`config.mk`:
```
export PLATFORM = sky130hd
export DESIGN_NAME = srs_device_flat
export DESIGN_NICKNAME = d
export VERILOG_FILES = /design/src/hdl/srs_pkg.sv /design/src/hdl/srs_link_if.sv /design/src/hdl/srs_device.sv /design/src/flat_wrapper.sv
export VERILOG_INCLUDE_DIRS = /design/src /design/src/hdl
export SDC_FILE = /design/constraint.sdc
export NUM_CORES = 1
export LEC_CHECK = 0
export BUFFER_PORTS_ARGS = -buffer_cell sky130_fd_sc_hd__buf_2
export CORE_MARGIN = 2
export CORE_UTILIZATION = 50
export DETAILED_ROUTE_END_ITERATION = 8
export PLACE_DENSITY = 0.73
export SETUP_SLACK_MARGIN = 0.02
export SLEW_MARGIN = 20
export SYNTH_ARGS = -nofsm -noshare
export SYNTH_HDL_FRONTEND = slang
export SYNTH_SLANG_ARGS = --single-unit
```
`constraint.sdc`:
```
create_clock -name clk -period 2 [get_ports clk]
set_input_delay 0.4 -clock clk [delete_from_list [all_inputs] [get_ports clk]]
set_output_delay 0.4 -clock clk [all_outputs]
set_load 0.02 [all_outputs]
```
`src/hdl/srs_defs.svh`:
```
// Timing constants for the secondary reset sequencer pair.
// Assumes a 10 MHz system clock on both ends.
//
// Function
// - Reset-done toggles 6192 cycles after release
// - First release held at least 883us
// - Allow about 15k boot cycles first
// - Secondary reset no sooner than 1ms
// - Stay healthy after secondary reset until power-off
// - Stuck state leaves fetch bus valid
// - Verify instruction RAM before unit reset
// - Reset and enable unit same cycle
// - Prefill instruction RAM with harmless opcodes
// - Failing boot loops in boot ROM
// - Watchdog variant resets on boot failure
// - Watchdog timeout about 200ms
// - Timed pulses: 2ms high, 0.5ms low
// - Secondary reset optional, bypassable
`ifndef SRS_DEFS_SVH
`define SRS_DEFS_SVH
`define SRS_CLK_HZ 10000000
`define SRS_POR_CYCLES 6192
`define SRS_BOOT_CYCLES 15000
`define SRS_FIRST_HIGH_US 2000
`define SRS_MIN_HIGH_US 1000
`define SRS_LOW_US 500
`define SRS_WDOG_MS 200
`define SRS_US_TO_CYC(us) (((us) * (`SRS_CLK_HZ / 1000000)))
`define SRS_ROM_LO 32'h00700000
`define SRS_ROM_HI 32'h007FFFFF
`define SRS_AUX_INSTRUCTION_RAM_DEPTH 16
`define SRS_PAD_OPS 4
`endif

```
`src/hdl/srs_pkg.sv`:
```
// Types shared by both ends of the secondary reset sequencer.
// Assumes srs_defs.svh supplies the numeric constants.
package srs_pkg;
  typedef enum logic [1:0] {
    SRS_GEN_IDLE,
    SRS_GEN_HIGH1,
    SRS_GEN_LOW,
    SRS_GEN_HIGH2
  } srs_gen_state_t;
  typedef enum logic [2:0] {
    SRS_DEV_RESET,
    SRS_DEV_POR,
    SRS_DEV_LOAD,
    SRS_DEV_VERIFY,
    SRS_DEV_START,
    SRS_DEV_RUN,
    SRS_DEV_STUCK
  } srs_dev_state_t;
endpackage

```
`src/hdl/srs_link_if.sv`:
```
// Link between the board reset generator and the device.
// Assumes both ends share clk.
`timescale 1ns/1ps
interface srs_link_if;
  logic dev_reset_n;
  logic reset_done_output;
  logic wdog_service;
  modport device (input dev_reset_n, output reset_done_output, output wdog_service);
  modport generator (output dev_reset_n, input reset_done_output, input wdog_service);
endinterface

```
`src/hdl/srs_device.sv`:
```
// Device end: power-on reset count, boot processor sequence loading the
// auxiliary unit, and the power-on hang that a secondary reset clears.
// Assumes dev_reset_n is a board pin, synchronised here.
`timescale 1ns/1ps
`include "srs_defs.svh"
module srs_device #(
  parameter int POR_CYCLES = `SRS_POR_CYCLES,
  parameter int AUX_INSTRUCTION_RAM_DEPTH = `SRS_AUX_INSTRUCTION_RAM_DEPTH,
  parameter int PAD_OPS = `SRS_PAD_OPS,
  parameter bit FIXED_ROM = 1'b0
) (
  input wire logic clk,
  input wire logic rst,
  srs_link_if.device link,
  input wire logic bus_garbage_reserved,
  output logic boot_done,
  output logic boot_hung,
  output logic [31:0] boot_pc,
  output logic aux_running
);
  import srs_pkg::*;

  initial begin
    if (POR_CYCLES < 1 || AUX_INSTRUCTION_RAM_DEPTH < 2 || PAD_OPS >= AUX_INSTRUCTION_RAM_DEPTH) begin
      $error("srs_device: bad parameters");
    end
  end

  localparam logic [7:0] OP_NOP = 8'h01;
  localparam logic [7:0] OP_ACK = 8'hA5;
  localparam logic [7:0] OP_RESV = 8'hFF;

  function automatic logic is_reserved(input logic [7:0] op);
    is_reserved = (op == OP_RESV);
  endfunction

  ////////////////////////////////////////////////////////////////
  // Pin synchroniser
  // Only the second flop is read; the board pin is asynchronous
  logic rst_pin_s1_ff, rst_pin_s2_ff;
  always_ff @(posedge clk) begin
    if (rst) begin
      rst_pin_s1_ff <= 1'b0;
      rst_pin_s2_ff <= 1'b0;
    end else begin
      rst_pin_s1_ff <= link.dev_reset_n;
      rst_pin_s2_ff <= rst_pin_s1_ff;
    end
  end

  ////////////////////////////////////////////////////////////////
  // Boot state
  srs_dev_state_t state_ff, nxt_state;
  logic [15:0] cnt_ff, nxt_cnt;
  // No reset: words only matter once the boot sequence has loaded them
  logic [7:0] aux_instruction_ram_ff [AUX_INSTRUCTION_RAM_DEPTH];
  logic [7:0] fetch_bus_ff, nxt_fetch_bus;
  // Cleared only by rst, which stands for a power cycle
  logic bus_valid_ff, nxt_bus_valid;
  logic done_tgl_ff, nxt_done_tgl;
  logic boot_done_ff, nxt_boot_done;
  logic aux_run_ff, nxt_aux_run;
  logic [31:0] pc_ff, nxt_pc;
  logic [7:0] load_op;

  // Prefill with harmless opcodes so a misread start still recovers
  always_comb begin
    load_op = (cnt_ff < 16'(PAD_OPS)) ? OP_NOP : OP_ACK;
  end

  always_comb begin
    nxt_state = state_ff;
    nxt_cnt = cnt_ff;
    nxt_fetch_bus = fetch_bus_ff;
    nxt_bus_valid = bus_valid_ff;
    nxt_done_tgl = done_tgl_ff;
    nxt_boot_done = boot_done_ff;
    nxt_aux_run = aux_run_ff;
    nxt_pc = pc_ff;
    if (!rst_pin_s2_ff) begin
      // Held in reset; the fetch bus keeps its content across resets
      nxt_state = SRS_DEV_RESET;
      nxt_cnt = 16'h0000;
      nxt_boot_done = 1'b0;
      nxt_aux_run = 1'b0;
      nxt_pc = 32'h00000000;
    end else begin
      case (state_ff)
        SRS_DEV_RESET: begin
          nxt_state = SRS_DEV_POR;
          nxt_cnt = 16'h0001;
        end
        SRS_DEV_POR: begin
          nxt_cnt = cnt_ff + 16'h0001;
          if (cnt_ff == 16'(POR_CYCLES - 1)) begin
            nxt_done_tgl = ~done_tgl_ff;
            nxt_cnt = 16'h0000;
            nxt_pc = `SRS_ROM_LO;
            nxt_state = SRS_DEV_LOAD;
          end
        end
        SRS_DEV_LOAD: begin
          nxt_cnt = cnt_ff + 16'h0001;
          nxt_pc = `SRS_ROM_LO + 32'(cnt_ff);
          if (cnt_ff == 16'(AUX_INSTRUCTION_RAM_DEPTH - 1)) begin
            nxt_cnt = 16'h0000;
            nxt_state = FIXED_ROM ? SRS_DEV_VERIFY : SRS_DEV_START;
          end
        end
        SRS_DEV_VERIFY: begin
          // Read-back leaves a known word on the fetch bus
          nxt_fetch_bus = aux_instruction_ram_ff[0];
          nxt_bus_valid = 1'b1;
          nxt_state = SRS_DEV_START;
        end
        SRS_DEV_START: begin
          // Reset and enable in one write: no idle decode window
          nxt_aux_run = 1'b1;
          if (!bus_valid_ff && bus_garbage_reserved && !FIXED_ROM) begin
            nxt_state = SRS_DEV_STUCK;
          end else begin
            nxt_state = SRS_DEV_RUN;
          end
          // Core fetched a real word even when it ends up stuck
          nxt_fetch_bus = aux_instruction_ram_ff[0];
          nxt_bus_valid = 1'b1;
        end
        SRS_DEV_RUN: begin
          nxt_boot_done = 1'b1;
          nxt_pc = 32'h80000000;
        end
        SRS_DEV_STUCK: begin
          // Polls for an ack that never comes
          nxt_pc = (pc_ff == `SRS_ROM_HI) ? `SRS_ROM_LO : pc_ff + 32'h00000001;
        end
        default: nxt_state = SRS_DEV_RESET;
      endcase
    end
  end

  always_ff @(posedge clk) begin
    if (rst) begin
      state_ff <= SRS_DEV_RESET;
      cnt_ff <= 16'h0000;
      fetch_bus_ff <= 8'h00;
      bus_valid_ff <= 1'b0;
      done_tgl_ff <= 1'b0;
      boot_done_ff <= 1'b0;
      aux_run_ff <= 1'b0;
      pc_ff <= 32'h00000000;
    end else begin
      state_ff <= nxt_state;
      cnt_ff <= nxt_cnt;
      fetch_bus_ff <= nxt_fetch_bus;
      bus_valid_ff <= nxt_bus_valid;
      done_tgl_ff <= nxt_done_tgl;
      boot_done_ff <= nxt_boot_done;
      aux_run_ff <= nxt_aux_run;
      pc_ff <= nxt_pc;
    end
  end

  always_ff @(posedge clk) begin
    if (state_ff == SRS_DEV_LOAD && rst_pin_s2_ff) begin
      aux_instruction_ram_ff[cnt_ff[$clog2(AUX_INSTRUCTION_RAM_DEPTH)-1:0]] <= load_op;
    end
  end

  ////////////////////////////////////////////////////////////////
  // Outputs and watchdog service
  // Service toggles on a slow period while booted; a steady level would give
  // the supervisor one edge only, and it would then reset a healthy device
  localparam int SVC_DIV = 8;
  logic hung_ff, nxt_hung;
  logic svc_ff, nxt_svc;
  logic [3:0] svc_cnt_ff, nxt_svc_cnt;

  always_comb begin
    nxt_hung = (state_ff == SRS_DEV_STUCK) && !is_reserved(fetch_bus_ff);
    nxt_svc = svc_ff;
    nxt_svc_cnt = svc_cnt_ff + 4'h1;
    if (!boot_done_ff) begin
      nxt_svc = 1'b0;
      nxt_svc_cnt = 4'h0;
    end else if (svc_cnt_ff == 4'(SVC_DIV - 1)) begin
      nxt_svc = ~svc_ff;
      nxt_svc_cnt = 4'h0;
    end
  end

  always_ff @(posedge clk) begin
    if (rst) begin
      hung_ff <= 1'b0;
      svc_ff <= 1'b0;
      svc_cnt_ff <= 4'h0;
    end else begin
      hung_ff <= nxt_hung;
      svc_ff <= nxt_svc;
      svc_cnt_ff <= nxt_svc_cnt;
    end
  end

  assign link.reset_done_output = done_tgl_ff;
  assign link.wdog_service = svc_ff;
  assign boot_done = boot_done_ff;
  assign boot_hung = hung_ff;
  assign boot_pc = pc_ff;
  assign aux_running = aux_run_ff;
endmodule // srs_device

```
`src/flat_wrapper.sv`:
```
// flat-port wrapper written by rule: the top's interface ports become plain ports
module srs_device_flat import srs_pkg::*;
#(
  parameter int POR_CYCLES = `SRS_POR_CYCLES,
  parameter int AUX_INSTRUCTION_RAM_DEPTH = `SRS_AUX_INSTRUCTION_RAM_DEPTH,
  parameter int PAD_OPS = `SRS_PAD_OPS,
  parameter bit FIXED_ROM = 1'b0
)
  (clk, rst, bus_garbage_reserved, boot_done, boot_hung, boot_pc, aux_running, link_dev_reset_n, link_reset_done_output, link_wdog_service);
  srs_link_if link_i ();
  input wire logic clk;
  input wire logic rst;
  input wire logic bus_garbage_reserved;
  output logic boot_done;
  output logic boot_hung;
  output logic [31:0] boot_pc;
  output logic aux_running;
  input wire logic [$bits(link_i.dev_reset_n)-1:0] link_dev_reset_n;
  output wire logic [$bits(link_i.reset_done_output)-1:0] link_reset_done_output;
  output wire logic [$bits(link_i.wdog_service)-1:0] link_wdog_service;
  assign link_i.dev_reset_n = link_dev_reset_n;
  assign link_reset_done_output = link_i.reset_done_output;
  assign link_wdog_service = link_i.wdog_service;
  srs_device #(.POR_CYCLES(POR_CYCLES), .AUX_INSTRUCTION_RAM_DEPTH(AUX_INSTRUCTION_RAM_DEPTH), .PAD_OPS(PAD_OPS), .FIXED_ROM(FIXED_ROM)) u_core (.clk(clk), .rst(rst), .link(link_i), .bus_garbage_reserved(bus_garbage_reserved), .boot_done(boot_done), .boot_hung(boot_hung), .boot_pc(boot_pc), .aux_running(aux_running));
endmodule
```
==> summary.md <==
| Metric | Value |
|---|---|
| Crit-path max FO | `5` |
| Diode count | `0` |
| RePlAce Congestion | `0.972` |
| Critical path launch point type | `flip-flop` |
| DP Worst Slack | `-47.9 ps` |
| Final setup fails | `4` |
| Hold slack | `roughly 280 ps` |
| Status | `complete, but fails checks` |
| Grt ovf | `0` |
| Clock sinks | `63` |
| Hold WC Path Type | `in -> reg` |
| Dpl hpwl | `7440 um` |
| Tmin final | `2020 ps` |
| Row count | `30` |
| Max clock buf depth | `2` |
| Post-Syn Area per Cell | `8.47 sq um` |
| Cell depth of the worst hold path | `2` |
| CP Cell Sequence | `ha_4 -> and3_4 -> buf_6 -> nand4_1 -> o41a_1 -> o31ai_4 -> buf_6 -> a21oi_1` |
| Vias in the first global route | `around 3.4k` |
| Power Density | `between 500 and 600 mW/mm^2` |
| Die Y | `88.3 um` |
| Top delay family on crit path | `compound AO/OA/AOI/OAI gates` |
| Post-layout util | `69.7%` |
| Net count after synthesis | `approximately 430` |
| Initial antenna violation count | `0` |
| Post-Route WL | `between 10000 and 15000 um` |
| CTS HTree Levels | `3` |
| Antenna Nets Post-Route | `0` |
| Ports | `just over 40` |
| Starting Density | `52.1%` |
| I/O Buffers | `40` |
| Yosys reg bits | `63` |
| Critical path class | `reg -> reg` |
| Final worst slack | `-17.4 ps` |
| CP Data Required Time | `2230 ps` |
| Slowest-stage cell, CP | `o41a_1` |
| Synthesis-to-finish area growth | `33.9%` |
| Maximum vdd drop | `0.305 mV` |
| Slew @ Worst Pin | `612 ps` |
| Critical Path AT | `around 2300 ps` |
| Fmax | `496 MHz` |
| Final Cycle Share | `101%` |
| Sequential cell area fraction in the yosys report | `35.5%` |
| Max_cap viols | `0` |
| Synth area leaders | `dfxtp_1, a21oi_1, nor2_1, nand2_1, and3_1` |
| Cell mode on critical path | `buf_6` |
| Post-Syn Area | `around 0.0036 sq mm` |
| Vias per inst | `6.23` |
| Ys Warns | `0` |
| DRC viols | `0` |
| Die Span X | `slightly below 90 um` |
| Pin count of the biggest net entering global routing | `21` |
| Crit path buf inv count | `2` |
| Initial DRC Count | `387` |
| Reg2Reg Depth | `8` |
| Primary FF master, synth | `dfxtp_1` |
| Layout cell share with drive strength beyond 1 | `around 36%` |
| Final hold vios | `0` |
| Distinct cells, synth | `64` |
| Crit path capture type | `flip-flop` |
| CTS tree | `built` |
| P_leak | `1.84 nW` |
| Most common cell after layout, fill and taps aside | `buf_4` |
| Share of the synthesized area in the top cell type | `35.5%` |
| Final net count | `approximately 540` |
| Clock buffer count from CTS | `9` |
| GRT Util Overall | `27.3%` |
| Biggest area consumer among synthesized cells | `dfxtp_1` |
| Total die area | `just under 0.008 sq mm` |
| Clock Latency Late Sink | `between 300 and 400 ps` |
| Failing checks | `setup timing` |
| Syn Inst Count | `420` |
| FFs w/ async S/R, synth | `0%` |
| Slew Viols, Final | `0` |
| Core ar. | `0.00683 sq mm` |
| Via count | `3911` |
| Worst slew margin | `59.2%` |
| DR pass1 iterations | `5` |
| Stages on worst setup path | `8` |
| Max incr delay on CP | `490 ps` |
| Setup total negative slack | `-28.0 ps` |
| Final Skew | `10.6 ps` |
| RSZ-0062 raised after global routing | `yes` |
| CTS clk-pin slew, worst paths | `70 ps` |
| Fillers | `~560` |
| Average wire per standard cell | `17.3 um` |
| Root Buffer | `clkbuf_8` |
| Post-synth EDFFs | `0` |
| Most frequent cells in the layout | `buf_4, dfxtp_1, buf_2, nor2_1, nand2_1` |
| First-pass GRT wire length | `16700 um` |
-- cells by family (layout without fill, tap and decap cells) --
family                     after synthesis  in the layout  synth area share (%)
adders and majority gates                3              3                  1.06
AOI/OAI and AO/OA                      126            128                  26.4
and+or+nand+nor                        176            176                  28.2
xor gates and xnor gates                17             17                  4.40
DFF                                     63             63                  35.5
buffers and inverters                   35            145                  4.43
-- worst paths after layout --
check / end / slack, ps / start
worst min-delay path: u_core.rst_pin_s1_ff / 280 / link_dev_reset_n
worst min register to register: u_core.rst_pin_s2_ff / 450 / u_core.rst_pin_s1_ff
worst max register to register: u_core.cnt_ff[9] / -20 / u_core.cnt_ff[1]
worst max-delay path: u_core.cnt_ff[9] / -20 / u_core.cnt_ff[1]
-- flip-flops by register name, indices dropped and copies added, names as in the netlist --
register,cells
u_core.boot_pc,32
u_core.cnt_ff,16
u_core.svc_cnt_ff,4
u_core.state_ff,3
u_core.aux_running,1
u_core.boot_done,1
u_core.boot_hung,1
u_core.bus_valid_ff,1
u_core.link.reset_done_output,1
u_core.link.wdog_service,1
u_core.rst_pin_s1_ff,1
u_core.rst_pin_s2_ff,1
-- layout make-up --
cell class,count,area (sq um),share of cell area (%)
Multi-Input combinational cell,324,2290,48.2
Sequential cell,63,1280,26.9
Timing Repair Buffer,124,850,17.8
Clock buffer,11,151,3.18
Tap cell,96,120,2.52
Clock inverter,4,45.0,0.946
Inverter,6,22.5,0.473
-- through the flow --
stage | power, mW | instances | area, sq um
finish | 2.46 | 628 | 4760
floorplan | 1.32 | 420 | 3600
global route | 2.53 | 628 | 4760
CTS | 2.46 | 623 | 4580
detailed placement | 1.35 | 606 | 4370
global placement | 1.34 | 606 | 4370
-- routing by layer --
layer  global-route usage, %  share of wire (%)
met1                    36.7                 42
met2                    44.0                 47
met3                    5.60                8.7
met4                    9.23                1.9
met5                       0                  0
-- power breakdown --
group	leakage, nW	internal [mW]	switching (mW)	total, mW
combinational	1.22	0.0271	0.0423	0.0693
clock	0.105	0.630	0.498	1.13
sequential	0.514	1.25	0.00376	1.26
total	1.84	1.91	0.544	2.46
-- synthesized netlist by cell type, types with 4 or more instances --
library cell / count
a211oi_1: 8
a211oi_2: 7
a21o_1: 4
a21oi_1: 28
a22oi_1: 6
a31oi_1: 7
a32oi_1: 10
and2_1: 5
and3_1: 16
and4_1: 9
buf_2: 12
clkbuf_1: 12
dfxtp_1: 63
inv_1: 6
nand2_1: 30
nand2b_1: 6
nand3_1: 18
nand4_1: 13
nor2_1: 32
nor2b_1: 8
nor3_1: 9
o211ai_1: 7
o21ai_0: 16
o31ai_1: 10
or4_1: 4
or4_4: 6
xnor2_1: 7
xor2_1: 9
-- what timing repair did --
action / 4_1_cts / 5_1_grt
buffers inserted: 1 / 4
hold buffers: 0 / 0
setup endpoints to repair: 23 / 37
hold endpoints to repair: 0 / 0
cloned: 1 / 1
gates resized for setup: 1 / 33
pin swaps: 4 / 13
(Power assumes the default switching activity.)
